[src/vert_pattern_gen_fix_note_unused.sv]
`timescale 1ns/1ps
`default_nettype none
`default_nettype wire

[src/vpat_pkg.sv]
`default_nettype none
package vpat_pkg;
   // Pattern and output counts, field widths
   localparam int NUM_PAT = 4;
   localparam int NUM_OUT = 4;
   localparam int POS_W = 9;
   localparam int REP_W = 3;
   localparam int SEL_W = 2;

   // Serial frame: read flag, 7-bit index, 16-bit data, MSB first
   localparam int ADDR_W = 8;
   localparam int DATA_W = 16;
   localparam int FRAME_BITS = 24;
   localparam int BITCNT_W = 5;
   localparam logic [4:0] BITS_ADDR_DONE = 5'h08;
   localparam logic [4:0] BITS_FRAME_DONE = 5'h18;
   localparam int RD_FLAG_BIT = 7;

   // Register index: bit 6 status space, bits 5:4 pattern, bits 3:0 field
   localparam logic [6:0] STATUS_INDEX = 7'h40;
   localparam int IDX_STATUS_BIT = 6;
   localparam logic [3:0] FIELD_LEN = 4'h0;
   localparam logic [3:0] FIELD_START = 4'h1;
   localparam logic [3:0] FIELD_EDGE_BASE = 4'h2;
   localparam logic [3:0] FIELD_LAST = 4'h9;

   // Values after reset
   localparam logic [8:0] RST_LEN = 9'h000;
   localparam logic [3:0] RST_START = 4'h0;
   localparam logic [8:0] RST_POS = 9'h000;
   localparam logic [8:0] RST_COUNT = 9'h000;

   // Pulse engine state
   typedef enum logic [0:0] {
      ST_IDLE = 1'b0,
      ST_RUN = 1'b1
   } run_state_t;
endpackage : vpat_pkg
`default_nettype wire

[src/pin_sync.sv]
`timescale 1ns/1ps
`default_nettype none
module pin_sync (
   input wire logic clk,
   input wire logic rst,
   input wire logic pin,
   output logic level
);
   logic s1_q;
   logic s2_q;
   logic s3_q;

   // Three stages, output follows once stages two and three agree
   always_ff @(posedge clk or posedge rst) begin
      if (rst) begin
         s1_q <= 1'b0;
         s2_q <= 1'b0;
         s3_q <= 1'b0;
         level <= 1'b0;
      end else begin
         s1_q <= pin;
         s2_q <= s1_q;
         s3_q <= s2_q;
         if (s2_q == s3_q) begin
            level <= s3_q;
         end
      end
   end
endmodule : pin_sync
`default_nettype wire

[src/vclk_phase.sv]
`timescale 1ns/1ps
`default_nettype none
module vclk_phase #(
   parameter int POS_W = 9
) (
   input wire logic clk,
   input wire logic rst,
   input wire logic restart,
   input wire logic run,
   input wire logic start_level,
   input wire logic [POS_W-1:0] first_pos,
   input wire logic [POS_W-1:0] second_pos,
   input wire logic [POS_W-1:0] pix_count,
   output logic level
);
   logic hit;

   // Either toggle position matches the pixel counter
   assign hit = (pix_count == first_pos) || (pix_count == second_pos);

   // Restart loads the start level, a hit flips the output
   always_ff @(posedge clk or posedge rst) begin
      if (rst) begin
         level <= 1'b0;
      end else if (restart) begin
         level <= start_level; // see (RULE2) see (RULE8)
      end else if (run && hit) begin
         level <= ~level; // see (RULE3) see (RULE4) see (RULE6)
      end
   end

   AST_TOGGLE_ON_HIT: assert property (@(posedge clk) disable iff (rst) // see (RULE3)
      (run && hit && !restart) |=> (level != $past(level)))
      else $error("output missed a toggle position");

   AST_RESTART_LEVEL: assert property (@(posedge clk) disable iff (rst) // see (RULE8)
      restart |=> (level == $past(start_level)))
      else $error("output did not return to its start level");

   AST_HOLD_OTHERWISE: assert property (@(posedge clk) disable iff (rst) // see (RULE4)
      (!restart && !(run && hit)) |=> $stable(level))
      else $error("output changed away from a toggle position");
endmodule : vclk_phase
`default_nettype wire

[src/vert_pattern_gen.sv]
// Summary of operation
// (RULE1) Four patterns, each driving all four outputs
// (RULE2) Start level bit: zero low, one high
// (RULE3) First toggle position, 9 bits, pixel counter
// (RULE4) Second toggle position, 9 bits, pixel counter
// (RULE5) Length sets pixels per repetition, counter restarts
// (RULE6) Positions count from current repetition start
// (RULE7) Repeat one gives one pulse, zero holds
// (RULE8) Each repetition starts at programmed start levels
`timescale 1ns/1ps
`default_nettype none
module vert_pattern_gen (
   input wire logic clk,
   input wire logic rst,
   input wire logic line_sync,
   input wire logic [1:0] pattern_sel,
   input wire logic [2:0] pattern_repeat_count,
   input wire logic ser_clk,
   input wire logic ser_data,
   input wire logic ser_load_n,
   output logic ser_out,
   output logic vert_clock_out_1,
   output logic vert_clock_out_2,
   output logic vert_clock_out_3,
   output logic vert_clock_out_4
);
   localparam int NP = vpat_pkg::NUM_PAT;
   localparam int NO = vpat_pkg::NUM_OUT;
   localparam int PW = vpat_pkg::POS_W;

   // Serial port, filtered pins
   logic sck_f;
   logic sdi_f;
   logic sload_f;
   logic load_act;
   logic sck_prev_q;
   logic sload_prev_q;
   logic sck_rise;
   logic load_rise;
   logic [vpat_pkg::FRAME_BITS-1:0] shreg_q;
   logic [vpat_pkg::BITCNT_W-1:0] bits_q;
   logic [vpat_pkg::DATA_W-1:0] rd_q;
   logic wr_en;
   logic [6:0] wr_index;
   logic [vpat_pkg::DATA_W-1:0] wr_data;

   // Pattern storage
   logic [PW-1:0] len_q [NP];
   logic [NO-1:0] start_q [NP];
   logic [PW-1:0] pos_a_q [NP][NO];
   logic [PW-1:0] pos_b_q [NP][NO];

   // Pulse engine
   vpat_pkg::run_state_t state_q;
   logic [PW-1:0] cnt_q;
   logic [vpat_pkg::REP_W-1:0] reps_q;
   logic [vpat_pkg::SEL_W-1:0] pat_q;
   logic [PW-1:0] last_pix;
   logic running;
   logic wrap;
   logic restart;
   logic [NO-1:0] start_now;
   logic [NO-1:0] vout;

   pin_sync u_sync_sck (
      .clk(clk),
      .rst(rst),
      .pin(ser_clk),
      .level(sck_f)
   );

   pin_sync u_sync_sdi (
      .clk(clk),
      .rst(rst),
      .pin(ser_data),
      .level(sdi_f)
   );

   pin_sync u_sync_load (
      .clk(clk),
      .rst(rst),
      .pin(~ser_load_n),
      .level(load_act)
   );

   // Select synced inverted, so the reset level equals the idle high pin
   assign sload_f = ~load_act;

   // Edge detection on the filtered serial levels
   always_ff @(posedge clk or posedge rst) begin
      if (rst) begin
         sck_prev_q <= 1'b0;
         sload_prev_q <= 1'b1;
      end else begin
         sck_prev_q <= sck_f;
         sload_prev_q <= sload_f;
      end
   end

   assign sck_rise = sck_f & ~sck_prev_q;
   assign load_rise = sload_f & ~sload_prev_q;

   // Shift register and bit counter, active while load is low
   always_ff @(posedge clk or posedge rst) begin
      if (rst) begin
         shreg_q <= '0;
         bits_q <= '0;
      end else if (sload_f) begin
         bits_q <= '0;
      end else if (sck_rise) begin
         shreg_q <= {shreg_q[vpat_pkg::FRAME_BITS-2:0], sdi_f};
         if (bits_q != vpat_pkg::BITS_FRAME_DONE) begin
            bits_q <= bits_q + 5'h01;
         end
      end
   end

   // Write commits only on a complete frame with the read flag clear
   assign wr_en = load_rise && (bits_q == vpat_pkg::BITS_FRAME_DONE)
                  && !shreg_q[vpat_pkg::FRAME_BITS-1];
   assign wr_index = shreg_q[vpat_pkg::FRAME_BITS-2:vpat_pkg::DATA_W];
   assign wr_data = shreg_q[vpat_pkg::DATA_W-1:0];

   // Register read mux by index
   function automatic logic [15:0] read_reg(input logic [6:0] idx);
      logic [15:0] val;
      logic [1:0] p;
      logic [3:0] f;
      logic [1:0] o;
      val = 16'h0000;
      p = idx[5:4];
      f = idx[3:0];
      o = 2'((f - vpat_pkg::FIELD_EDGE_BASE) >> 1);
      if (idx == vpat_pkg::STATUS_INDEX) begin
         val = {state_q, reps_q, pat_q, 1'b0, cnt_q};
      end else if (!idx[vpat_pkg::IDX_STATUS_BIT]) begin
         if (f == vpat_pkg::FIELD_LEN) begin
            val = {7'h00, len_q[p]};
         end else if (f == vpat_pkg::FIELD_START) begin
            val = {12'h000, start_q[p]};
         end else if (f <= vpat_pkg::FIELD_LAST) begin
            val = f[0] ? {7'h00, pos_b_q[p][o]} : {7'h00, pos_a_q[p][o]};
         end
      end
      return val;
   endfunction : read_reg

   // Read data loads after the address byte, then shifts MSB first
   always_ff @(posedge clk or posedge rst) begin
      if (rst) begin
         rd_q <= '0;
      end else if (!sload_f && sck_rise) begin
         if ((bits_q == vpat_pkg::BITS_ADDR_DONE) && shreg_q[vpat_pkg::RD_FLAG_BIT]) begin
            rd_q <= read_reg(shreg_q[6:0]);
         end else begin
            rd_q <= {rd_q[vpat_pkg::DATA_W-2:0], 1'b0};
         end
      end
   end

   assign ser_out = rd_q[vpat_pkg::DATA_W-1];

   // Pattern registers, four independent sets
   always_ff @(posedge clk or posedge rst) begin
      if (rst) begin
         for (int p = 0; p < NP; p++) begin
            len_q[p] <= vpat_pkg::RST_LEN;
            start_q[p] <= vpat_pkg::RST_START;
            for (int k = 0; k < NO; k++) begin
               pos_a_q[p][k] <= vpat_pkg::RST_POS;
               pos_b_q[p][k] <= vpat_pkg::RST_POS;
            end
         end
      end else if (wr_en && !wr_index[vpat_pkg::IDX_STATUS_BIT]) begin
         for (int p = 0; p < NP; p++) begin
            if (wr_index[5:4] == 2'(p)) begin // see (RULE1)
               if (wr_index[3:0] == vpat_pkg::FIELD_LEN) begin
                  len_q[p] <= wr_data[PW-1:0]; // see (RULE5)
               end
               if (wr_index[3:0] == vpat_pkg::FIELD_START) begin
                  start_q[p] <= wr_data[NO-1:0]; // see (RULE2)
               end
               for (int k = 0; k < NO; k++) begin
                  if (wr_index[3:0] == 4'(vpat_pkg::FIELD_EDGE_BASE + 4'(2 * k))) begin
                     pos_a_q[p][k] <= wr_data[PW-1:0]; // see (RULE3)
                  end
                  if (wr_index[3:0] == 4'(vpat_pkg::FIELD_EDGE_BASE + 4'(2 * k + 1))) begin
                     pos_b_q[p][k] <= wr_data[PW-1:0]; // see (RULE4)
                  end
               end
            end
         end
      end
   end

   // Last pixel of a repetition; a zero length acts as one pixel
   assign last_pix = (len_q[pat_q] == 9'h000) ? 9'h000 : len_q[pat_q] - 9'h001;
   assign running = (state_q == vpat_pkg::ST_RUN);
   assign wrap = running && (cnt_q == last_pix) && !line_sync;
   assign restart = line_sync || wrap;

   // Line start selects a pattern; repetitions counted down at each wrap
   always_ff @(posedge clk or posedge rst) begin
      if (rst) begin
         state_q <= vpat_pkg::ST_IDLE;
         cnt_q <= vpat_pkg::RST_COUNT;
         reps_q <= '0;
         pat_q <= '0;
      end else if (line_sync) begin
         pat_q <= pattern_sel;
         reps_q <= pattern_repeat_count;
         cnt_q <= vpat_pkg::RST_COUNT;
         case (pattern_repeat_count)
            3'h0: state_q <= vpat_pkg::ST_IDLE; // see (RULE7)
            default: state_q <= vpat_pkg::ST_RUN;
         endcase
      end else begin
         case (state_q)
            vpat_pkg::ST_RUN: begin
               if (wrap) begin
                  cnt_q <= vpat_pkg::RST_COUNT; // see (RULE5) see (RULE6)
                  reps_q <= reps_q - 3'h1;
                  if (reps_q == 3'h1) begin
                     state_q <= vpat_pkg::ST_IDLE; // see (RULE7)
                  end
               end else begin
                  cnt_q <= cnt_q + 9'h001;
               end
            end
            vpat_pkg::ST_IDLE: begin
               cnt_q <= cnt_q;
            end
            default: state_q <= vpat_pkg::ST_IDLE;
         endcase
      end
   end

   // Start levels come from the new selection at line start
   assign start_now = line_sync ? start_q[pattern_sel] : start_q[pat_q];

   // One waveform generator per vertical output
   generate
      for (genvar k = 0; k < NO; k++) begin : g_out
         vclk_phase #(
            .POS_W(PW)
         ) u_phase (
            .clk(clk),
            .rst(rst),
            .restart(restart), // see (RULE8)
            .run(running), // see (RULE7)
            .start_level(start_now[k]),
            .first_pos(pos_a_q[pat_q][k]),
            .second_pos(pos_b_q[pat_q][k]),
            .pix_count(cnt_q),
            .level(vout[k])
         );
      end
   endgenerate

   assign vert_clock_out_1 = vout[0];
   assign vert_clock_out_2 = vout[1];
   assign vert_clock_out_3 = vout[2];
   assign vert_clock_out_4 = vout[3];

   AST_COUNT_STEP: assert property (@(posedge clk) disable iff (rst) // see (RULE6)
      (running && !line_sync && (cnt_q != last_pix)) |=> (cnt_q == $past(cnt_q) + 9'h001))
      else $error("pixel counter did not advance");

   AST_COUNT_WRAP: assert property (@(posedge clk) disable iff (rst) // see (RULE5)
      wrap |=> (cnt_q == 9'h000))
      else $error("pixel counter did not restart after the length");

   AST_ZERO_REPEAT_IDLE: assert property (@(posedge clk) disable iff (rst) // see (RULE7)
      (line_sync && (pattern_repeat_count == 3'h0)) |=> (state_q == vpat_pkg::ST_IDLE)
      ##0 (vout == $past(start_q[pattern_sel])))
      else $error("zero repeat did not hold the start levels");

   AST_IDLE_STABLE: assert property (@(posedge clk) disable iff (rst) // see (RULE7)
      (!running && !line_sync) |=> $stable(vout))
      else $error("outputs moved while no pattern runs");

   AST_SINGLE_PULSE_END: assert property (@(posedge clk) disable iff (rst) // see (RULE7)
      (wrap && (reps_q == 3'h1)) |=> (state_q == vpat_pkg::ST_IDLE))
      else $error("engine kept running after the last repetition");

   AST_WRAP_START_LEVEL: assert property (@(posedge clk) disable iff (rst) // see (RULE8)
      wrap |=> (vout == $past(start_q[pat_q])))
      else $error("outputs not at start levels on a new repetition");

   AST_LEN_WRITE: assert property (@(posedge clk) disable iff (rst) // see (RULE1)
      (wr_en && (wr_index == 7'h10)) |=> (len_q[1] == $past(wr_data[PW-1:0])))
      else $error("length write for the second pattern not stored");

   // Line start takes pattern, counter and start levels at once
   AST_SYNC_START_LEVEL: assert property (@(posedge clk) disable iff (rst) // see (RULE2)
      line_sync |=> (vout == $past(start_q[pattern_sel])))
      else $error("line start did not load the start levels");

   AST_SYNC_COUNT_CLEAR: assert property (@(posedge clk) disable iff (rst) // see (RULE6)
      line_sync |=> (cnt_q == 9'h000))
      else $error("line start did not clear the pixel counter");

   AST_SYNC_PATTERN: assert property (@(posedge clk) disable iff (rst) // see (RULE1)
      line_sync |=> (pat_q == $past(pattern_sel)))
      else $error("line start did not take the selected pattern");

   AST_SYNC_RUN: assert property (@(posedge clk) disable iff (rst) // see (RULE7)
      (line_sync && (pattern_repeat_count != 3'h0)) |=> running)
      else $error("nonzero repeat count did not start the engine");

   // Repetition bookkeeping
   AST_REPS_DOWN: assert property (@(posedge clk) disable iff (rst) // see (RULE7)
      (wrap && (reps_q != 3'h1)) |=> (reps_q == $past(reps_q) - 3'h1))
      else $error("repetition count not decremented at a wrap");

   AST_REPS_CONTINUE: assert property (@(posedge clk) disable iff (rst) // see (RULE5)
      (wrap && (reps_q != 3'h1)) |=> running)
      else $error("engine stopped before the last repetition");

   AST_IDLE_COUNT_HOLD: assert property (@(posedge clk) disable iff (rst) // see (RULE7)
      (!running && !line_sync) |=> $stable(cnt_q))
      else $error("pixel counter moved while no pattern runs");

   // Register writes land in the addressed set only
   AST_LEN0_WRITE: assert property (@(posedge clk) disable iff (rst) // see (RULE5)
      (wr_en && (wr_index == 7'h00)) |=> (len_q[0] == $past(wr_data[PW-1:0])))
      else $error("length write for the first pattern not stored");

   AST_START_WRITE: assert property (@(posedge clk) disable iff (rst) // see (RULE2)
      (wr_en && (wr_index == 7'h21)) |=> (start_q[2] == $past(wr_data[NO-1:0])))
      else $error("start level write for the third pattern not stored");

   AST_EDGE_A_WRITE: assert property (@(posedge clk) disable iff (rst) // see (RULE3)
      (wr_en && (wr_index == 7'h32)) |=> (pos_a_q[3][0] == $past(wr_data[PW-1:0])))
      else $error("first toggle position write not stored");

   AST_EDGE_A2_WRITE: assert property (@(posedge clk) disable iff (rst) // see (RULE3)
      (wr_en && (wr_index == 7'h16)) |=> (pos_a_q[1][2] == $past(wr_data[PW-1:0])))
      else $error("first toggle position write for output three not stored");

   AST_EDGE_B_WRITE: assert property (@(posedge clk) disable iff (rst) // see (RULE4)
      (wr_en && (wr_index == 7'h09)) |=> (pos_b_q[0][3] == $past(wr_data[PW-1:0])))
      else $error("second toggle position write not stored");

   AST_EDGE_B2_WRITE: assert property (@(posedge clk) disable iff (rst) // see (RULE4)
      (wr_en && (wr_index == 7'h25)) |=> (pos_b_q[2][1] == $past(wr_data[PW-1:0])))
      else $error("second toggle position write for output two not stored");
endmodule : vert_pattern_gen
`default_nettype wire

[config.mk]
export PLATFORM = sky130hd
export DESIGN_NAME = vert_pattern_gen
export DESIGN_NICKNAME = d
export VERILOG_FILES = /design/src/vert_pattern_gen_fix_note_unused.sv /design/src/vpat_pkg.sv /design/src/pin_sync.sv /design/src/vclk_phase.sv /design/src/vert_pattern_gen.sv
export SDC_FILE = /design/constraint.sdc
export NUM_CORES = 1
export LEC_CHECK = 0
export ABC_AREA = 1
export BUFFER_PORTS_ARGS = -buffer_cell sky130_fd_sc_hd__buf_2
export CAP_MARGIN = 20
export CELL_PAD_IN_SITES_DETAIL_PLACEMENT = 0
export CELL_PAD_IN_SITES_GLOBAL_PLACEMENT = 2
export CORE_MARGIN = 4
export CORE_UTILIZATION = 38
export DETAILED_ROUTE_END_ITERATION = 7
export HOLD_SLACK_MARGIN = 0.15
export PLACE_DENSITY_LB_ADDON = 0.1
export SYNTH_ARGS = -nofsm -noshare
export SYNTH_HDL_FRONTEND = slang
export SYNTH_SLANG_ARGS = --single-unit
[constraint.sdc]
create_clock -name clk -period 14.3 [get_ports clk]
set_clock_uncertainty 0.2 [all_clocks]
set_input_delay 1.43 -clock clk [delete_from_list [all_inputs] [get_ports clk]]
set_output_delay 1.43 -clock clk [all_outputs]
set_load 0.05 [all_outputs]
* Word-level counts from Yosys, hierarchy flattened
Index checks and enable logic that the tools add are counted.
** Word-level totals
- Input port bits :: 11
- Register bits :: 418
** Cells by class
- $add $sub $neg :: 5
- Magnitude comparators :: 5
- Mux-type cells :: 64
- Reduce and logical (&&, ||, !) cells :: 73
- Bitwise gates (word level) :: 15
- Eq/ne operators :: 33
** Operators with widths (number)
- $bmux W36 S2 :: 4
- $mux W36 :: 8
- $mux W9 :: 17
- $reduce_and A3 Y1 :: 40
- $eq A9 B9 Y1 :: 9
- $bmux W9 S2 :: 4
- $mux W16 :: 2
- $mux W4 :: 7
- $bmux W4 S2 :: 3
- $eq A4 B3 Y1 const B :: 4
- $mux W5 :: 3
- $mux W1 :: 13
- $ge A3 B3 Y1 const B :: 4
- $not A2 Y3 :: 4
- $reduce_bool A2 Y1 :: 6
- $logic_and A1 B1 Y1 :: 11
- $add A9 B1 Y9 const B :: 1
- $logic_not A9 Y1 :: 1
- $mux W3 :: 3
- $not A1 Y1 :: 9
- $sub A9 B1 Y9 const B :: 1
- $eq A4 B1 Y1 const B :: 2
- $eq A4 B2 Y1 const B :: 2
- $eq A4 B4 Y1 const B :: 2
- other kinds (20) :: 35

* Longest topological paths before layout
Gate-level depths: netlist of run 1.
- Word-level depth :: 14
- Gate-level depth with buffers :: 21
- Gate-level depth less buffers :: 20

* Hierarchy
From an unflattened synthesis of run 1, not the netlist that was laid out.
** Unflattened totals
- Cells, all modules :: 3024
- Area total of the unflattened synthesis :: 22419.0 µm²
** By module, submodules not included
- vert_pattern_gen :: instances 1, seq. area each 10060.9 µm², area an instance 20747.4 µm², cells an instance 2745
- vclk_phase :: instances 4, seq. area each 25.0 µm², area an instance 327.8 µm², cells an instance 63
- pin_sync :: instances 3, seq. area each 100.1 µm², area an instance 120.1 µm², cells an instance 9

* Least setup slack after synthesis of run 1
OpenSTA, ideal clock, no wires.
- Kind :: input-to-reg
- Start point :: input port line_sync
- End point :: register cnt_q[8]
- Buffers on the path :: 1
- Stages on the path :: 8
- Required time :: 14.028 ns
- Setup time :: 0.072 ns
- Arrival time :: 2.628 ns
- Path slack :: 11.401 ns
- Cells stage by stage :: clkbuf_1 -> nor2_1 -> nor2_1 -> nand3_1 -> nor4_1 -> nand2_1 -> xor2_1 -> nor2_1
** On the way
- Word-level cells in the longest chain between the ends :: 5
- Elaborated cells between the ends (all ways) :: 6
- Those cells by class :: eq/ne (1); mux (3); reduce/logical (2)
** RTL lines
- from (decl) :: RTL line vert_pattern_gen.sv:15 : input wire logic line_sync,
- $logic_not A1 Y1 :: RTL line vert_pattern_gen.sv:199 : assign wrap = running && (cnt_q == last_pix) && !line_sync;
- $logic_and A1 B1 Y1 :: RTL line vert_pattern_gen.sv:199
- $mux W9 :: RTL line vert_pattern_gen.sv:220 : if (wrap) begin
- $mux W9 :: RTL line vert_pattern_gen.sv:218 : case (state_q)
- $mux W9 :: RTL line vert_pattern_gen.sv:209 : end else if (line_sync) begin
- to (signal assigned) :: RTL line vert_pattern_gen.sv:206 : cnt_q <= vpat_pkg::RST_COUNT;
- to (signal assigned) :: RTL line vert_pattern_gen.sv:212 : cnt_q <= vpat_pkg::RST_COUNT;
- to (signal assigned) :: RTL line vert_pattern_gen.sv:221 : cnt_q <= vpat_pkg::RST_COUNT;
- to (decl) :: RTL line vert_pattern_gen.sv:55 : logic [PW-1:0] cnt_q;
Parallel ways exist; a longest one is shown, timed or not. The select of a mux whose other input is x is not followed.
A chain may end at the register's enable or synchronous reset.

* Worst setup path after layout of run 1
- Start point :: register pat_q[1] in the netlist's numbering
- End point :: register g_out[3].u_phase.level
** On the way
- Word-level cells in the longest chain between the ends :: 11
- Elaborated cells between the ends (all ways) :: 27
- Those cells by class :: add/sub (1); eq/ne (3); mux (15); bitwise (1); reduce/logical (7)
** RTL lines
- from (decl) :: RTL line vert_pattern_gen.sv:57 : logic [vpat_pkg::SEL_W-1:0] pat_q;
- from (signal assigned) :: RTL line vert_pattern_gen.sv:210 : pat_q <= pattern_sel;
- $not A2 Y3 (implied by the code) *
- $bmux W9 S2 :: RTL line vert_pattern_gen.sv:197 : assign last_pix = (len_q[pat_q] == 9'h000) ? 9'h000 : len_q[pat_q] - 9'h001;
- $mux W9 (implied by the code) (2 in a row) :: RTL line vert_pattern_gen.sv:197
- $sub A9 B1 Y9 or $logic_not A9 Y1 (tied branches) :: RTL line vert_pattern_gen.sv:197
- $mux W9 :: RTL line vert_pattern_gen.sv:197
- $eq A9 B9 Y1 :: RTL line vert_pattern_gen.sv:199
- $logic_and A1 B1 Y1 (2 in a row) :: RTL line vert_pattern_gen.sv:199
- $logic_or A1 B1 Y1 :: RTL line vert_pattern_gen.sv:200 : assign restart = line_sync || wrap;
- $mux W1 or $reduce_bool A2 Y1 (tied branches)
- to (signal assigned) :: RTL line vclk_phase.sv:26 : level <= start_level;
- to (signal assigned) :: RTL line vclk_phase.sv:28 : level <= ~level;
- to (decl) :: RTL line vclk_phase.sv:14 : output logic level
Mark *: on every way between the ends. The rest lies on a longest branch, timed or not. The select of a mux whose other input is x is not followed.

==> results.tsv, run 1 <==
metric	value	unit
fmax	229	MHz
io_pins	16	
synth-edff-count	0	
die-area	0.0628	sq mm
outcome	complete, no violations	
yosys-top-cells-area	dfrtp_1 (47%), o21ai_0 (15%), nand2_1 (14%)	
post_drt_wl_per_cell	23.7	um
min_period	4370	ps
holdCritStartpoint	u_sync_load.s1_q	
irDropWorstVdd	0.0999	mV
r2r_cells	18	
fin_setup_tns	0	ps
crit_family	simple AND/OR/NAND/NOR gates	
crit_path_cell_trace	clkinv_2, buf_4, nand3_1, nand2_1, nand2_1, nor2_4, nand2_4, nand3_1, nand2_1, nand2_1, nand2_1, nor2_2, nand3_4, nand2_4, inv_2, nand2_1, nand2_1, nor2_2	
numPortBuffers	15	
finalSetupViolations	0	
hpwl	52900	um
grt_pass1_vias	19723	
initial_core_util	0.386	
crit_path_max_fanout	65	
required	14620	ps
synthArstFlopShare	1.00	
period_share	0.306	
post_cts_buffers	0	
ctsHoldBuffers	0	
grt_usage	0.274	
report.power.total	0.00396	W
ant_nets	0	
cts_tree	done	
grt_max_degree	151	
cp.arrival	4700	ps
syn_avg_cell_area	7.44	sq um
power_density	161	mW/mm^2
die_h	251	um
worst-setup-path-type	reg2reg	
clk_pin_slew	60	ps
maxCapViolCount	0	
critical_path_buf_inv_count	3	
netlist.area_leader.share	0.466	
rsz0062_at_grt	false	
ys_ff_latch	418	
vias_per_cell	5.70	
area_delta_synth_final	9.87	%
rr_startpoint	pat_q[1]	
num_rows	88	
drt-total-wl	88000	um
cp_slowest_cell	buf_4	
drive_gt1_frac	0.0592	
rr_endpoint	g_out[3].u_phase.level	
power_leakage	10.6	nW
clk_latency	610	ps
setup.worst_path.start_class	register	
first_iter_violations	2363	
synth.largest_area_cell	dfrtp_1	
regToRegSetupSlack	9930	ps
whs	152	ps
drc	0	
synthMostInstantiatedCell	nand2_1	
synthFlopType	dfrtp_1	
core_area	0.0580	sq mm
end_kind	register	
seq_area_frac_synth	0.467	
path_common_cell	nand2_1	
fill_cells	5921	
synth_commonest_cells	nand2_1 (814), o21ai_0 (661), dfrtp_1 (417)	
synth_cells	3010	
antenna_found_initial	6	
numClockSinks	418	
cts_inserted_buffers	51	
synth.distinct_cells	43	
syn-cell-area	0.0224	sq mm
slowest_delay	920	ps
hold_path.class	reg2reg	
hold_viol	0	
tightest_slew	1140	ps
dr_total_vias	21116	
cts_buffer_depth	3	
drtPass1Iterations	6	
cts_resized	0	
grt_pass1_wl	131000	um
whs_endpoint	u_sync_load.s2_q	
slew_headroom	0.240	
grt-ovfl-total	0	
root_buffer	clkbuf_16	
die_x	251	um
cts_max_level	2	
whs_path_depth	0	
report.final.slew_viol_count	0	
place.gp.congestion	0.881	
nets	2914	
syn_nets	3028	
yosys_warnings	0	
how the worst max path moves through the flow:
stage,from,to,slack (ps),depth (start not counted)
finish,pat_q[1],g_out[3].u_phase.level,9930,18
global route,pat_q[1],g_out[3].u_phase.level,9710,18
CTS,pat_q[1],g_out[3].u_phase.level,9990,18
detailed placement,rst,shreg_q[4],9540,5
global placement,rst,shreg_q[4],9620,5
floorplan,rst,bits_q[0],1040,1
routing by layer:
layer,GRT usage,vias up,wire (um)
met4,0.0995,8,3190
met5,0,-,33
met2,0.400,807,37300
met3,0.0584,145,7230
met1,0.399,10291,40200
li1,-,9865,-
final cells by class:
cell class,instances,area (sq um),area share
flip-flops and latches,418,10500,0.426
inverters,84,333,0.0135
repair buffers,55,392,0.0159
diodes,1,2.50,0.000102
well taps,765,957,0.0389
clock buffers,77,1490,0.0604
clock inverters,18,233,0.00946
multi-input cells,2286,10700,0.436
state kept, by name, indices dropped and copies added (netlist names), 5 cells and up:
register and flops:
pos_b_q 144, shreg_q 24, rd_q 16, start_q 16, bits_q 5, cnt_q 9
len_q 36, pos_a_q 144
cells by family after synthesis:
family,share of synthesized area
multiplexers,0.000447
AND/OR/NAND/NOR,0.250
flip-flops,0.467
buffers and inverters,0.0546
adder cells (fa/ha/maj),0.00525
XOR/XNOR,0.0243
AO/OA/AOI/OAI,0.199
metrics by stage:
stage	utilization	worst slack (ps)	cell area, sq um	std cells
finish	0.424	9930	24600	3704
global route	0.424	9710	24600	3703
CTS	0.424	9990	24600	3702
detailed placement	0.394	9540	22900	3607
global placement	0.394	9620	22900	3606
floorplan	-	1040	22400	3010
where the power goes:
group / switching [W] / internal [W]
Sequential: 0.0000770 / 0.00121
Clock: 0.000552 / 0.000806
Combinational: 0.00101 / 0.000311
Total: 0.00164 / 0.00232
layout by cell type (no fill, tap or decap), types with 6 or more instances in the layout:
cell | netlist | final
nor4_1 | 6 | 6
o211ai_1 | 7 | 7
clkinv_2 | 0 | 12
buf_4 | 2 | 38
inv_1 | 69 | 64
o22ai_1 | 96 | 96
clkbuf_8 | 0 | 9
nor3_1 | 24 | 23
clkinv_1 | 6 | 8
ha_1 | 7 | 7
nor2_2 | 7 | 8
nor2_1 | 302 | 301
o21ai_0 | 661 | 661
a21oi_1 | 50 | 50
inv_2 | 9 | 7
nand4_1 | 23 | 23
dfrtp_1 | 417 | 413
buf_2 | 34 | 15
xor2_1 | 61 | 61
nand3_1 | 178 | 177
clkbuf_1 | 172 | 16
nand2_1 | 814 | 814
clkbuf_16 | 0 | 52
worst register-to-register path: stages, from the launching register on:
cell and delay [ps]:
dfrtp_4 730, clkinv_2 410, buf_4 940, nand3_1 180, nand2_1 250, nand2_1 130
nor2_4 140, nand2_4 140, nand3_1 120, nand2_1 60, nand2_1 90, nand2_1 70
nor2_2 170, nand3_4 140, nand2_4 220, inv_2 110, nand2_1 70, nand2_1 50
nor2_2 70
No activity file was read; power rests on OpenSTA's default activity.
==> run 2, diff against run 1 <==
Clock period 14.3 ns to 4.35 ns, I/O delays scaled along.
==> results.tsv, run 2 (synthesized netlist as in run 1, its figures left out) <==
metric	value	unit	change
post_cts_buffers	0		unchanged
numPortBuffers	15		unchanged
ant_nets	0		unchanged
clkPwrFrac	0.337		-0.006
first_iter_violations	2030		-14%
crit_path_cell_trace	inv_4, nand2_1, nand3_1, nand2_1, ha_1, inv_1, xor2_1, nand2_1, nand2_1, nand2_1, nor2_1, nand2_1, nor2_2, nand3_4, nand2_4, inv_2, nand2_1, nand2_1, nor2_2		
min_period	3350	ps	-1020 ps
drt-total-wl	87500	um	-0.49%
antenna_found_initial	1		-5
whs	154	ps	+1.93 ps
p_switching	0.00535	W	+230%
fill_cells	5917		-0.068%
end_kind	register		
p_int	0.00788	W	+240%
worst-setup-path-type	reg2reg		
cts_max_level	2		unchanged
die_x	251	um	unchanged
crit_path_max_fanout	47		-28%
finalSetupViolations	0		unchanged
cp.arrival	3680	ps	-1020 ps
hold_path.class	reg2reg		
slowest_delay	500	ps	-420 ps
cts_tree	done		
core_area	0.0580	sq mm	unchanged
period_share	0.770		+0.465
nets	2952		+1.3%
numClockSinks	418		unchanged
report.power.total	0.0132	W	+230%
grt-ovfl-total	0		unchanged
clk_pin_slew	60	ps	about the same
reg.largest.list	pos_a_q x144, pos_b_q x144, len_q x36		
cts_inserted_buffers	51		unchanged
die_h	251	um	unchanged
cp_slowest_cell	dfrtp_4		
outcome	complete, no violations		
place_area	0.0232	sq mm	+1.5%
clk_latency	600	ps	about the same
grt_pass1_wl	132000	um	+0.86%
setup.worst_path.start_class	register		
post-route-util	0.433		+0.00906
maxCapViolCount	0		unchanged
stdcell_area	0.0251	sq mm	+2.1%
power_density	527	mW/mm^2	+230%
tightest_slew	1230	ps	+89.6 ps
p_sw_frac	0.405		-0.00932
io_pins	16		unchanged
area_delta_synth_final	12.2	%	
power_leakage	10.8	nW	+2.3%
rsz0062_at_grt	false		
die-area	0.0628	sq mm	unchanged
vias_per_cell	5.72		+0.30%
fmax	298	MHz	+30%
path_common_cell	nand2_1		
cts_resized	0		unchanged
dr_total_vias	21385		+1.3%
required	4680	ps	-9940 ps
ctsHoldBuffers	14		+14
hold_viol	0		unchanged
irDropWorstVdd	0.361	mV	+260%
grt_pass1_vias	19957		+1.2%
drive_gt1_frac	0.0689		+0.00971
place.gp.congestion	0.914		+3.8%
final_common_cell	nand2_1		
post_drt_wl_per_cell	23.4	um	-1.5%
drc	0		unchanged
hpwl	55000	um	+3.9%
final_cell_mix	nand2_1 (814), o21ai_0 (661), dfrtp_1 (413), nor2_1 (300), nand3_1 (177)		
power_frac_comb	0.350		+0.016
cts_buffer_depth	3		unchanged
report.final.slew_viol_count	0		unchanged
drtPass1Iterations	6		unchanged
grt_usage	0.274		+0.000555
initial_core_util	0.386		unchanged
root_buffer	clkbuf_16		
num_rows	88		unchanged
slew_headroom	0.179		-0.0606
pwr-share-seq	0.312		-0.012
grt_max_degree	104		-31%
==> run 2: changes by cell type in the layout (fill, tap and decap cells not counted), sizes merged <==
cell / previous run / this run
clkinvlp: 1 / 3
bufinv: 5 / 4
dlygate4sd3: 0 / 14
clkinv: 21 / 18
buf: 55 / 79
==> run 2: per-layer routing <==
layer / vias up / track usage / wire length, um / part of all wire
li1: 9950 / - / - / -
met1: 10525 / 0.406 / 41000 / 0.47
met2: 791 / 0.420 / 38500 / 0.44
met3: 119 / 0.0441 / 5990 / 0.068
met4: 0 / 0.0693 / 2110 / 0.024
met5: - / 0 / 0 / 0
==> run 2: path summary, 6_finish.rpt <==
path                                  from                     end  slack [ps]  cells past startpoint
min reg2reg                u_sync_sck.s1_q         u_sync_sck.s2_q         150                      0
max                               pat_q[0]  g_out[3].u_phase.level        1000                     19
min                        u_sync_sck.s1_q         u_sync_sck.s2_q         150                      0
max reg2reg                       pat_q[0]  g_out[3].u_phase.level        1000                     19
max in group asynchronous              rst              shreg_q[4]        2690                      4
min in group asynchronous              rst             pos_b_q[35]         280                      3
==> run 2: power groups by stage <==
stage | clock network [W] | logic, W | registers (W)
after floorplan | 0 | 0.00265 | 0.00410
after global placement | 0 | 0.00454 | 0.00420
after detailed placement | 0 | 0.00454 | 0.00420
after CTS | 0.00456 | 0.00456 | 0.00413
after global routing | 0.00473 | 0.00495 | 0.00414
final | 0.00446 | 0.00463 | 0.00413
==> run 2: worst max-delay path: cells and delay by family (launching register included) <==
| family | cells | cell delay, ps |
|---|---|---|
| xor gates and xnor gates | 1 | 210 |
| DFF | 1 | 500 |
| and+or+nand+nor | 14 | 1420 |
| buffers and inverters | 3 | 670 |
| adders and majority gates | 1 | 250 |
==> run 2: final cells by class <==
cell class / instances / area, sq um / area share
multi-input combinational: 2286 / 10700 / 0.427
sequential: 418 / 10500 / 0.417
clock buffer: 77 / 1580 / 0.0628
tap: 765 / 957 / 0.0381
timing repair buffer: 93 / 871 / 0.0347
inverter: 84 / 329 / 0.0131
clock inverter: 16 / 189 / 0.00752
antenna: 1 / 2.50 / 0.0000996
==> run 2: per-stage QoR <==
| step | std cells | setup WS (ps) | setup TNS, ps |
|---|---|---|---|
| after CTS | 3739 | 1020 | 0 |
| after detailed placement | 3632 | 1050 | 0 |
| after global routing | 3739 | 698 | 0 |
| after floorplan | 3010 | -1920 | -801720 |
| after global placement | 3632 | 1090 | 0 |
| final | 3740 | 999 | 0 |
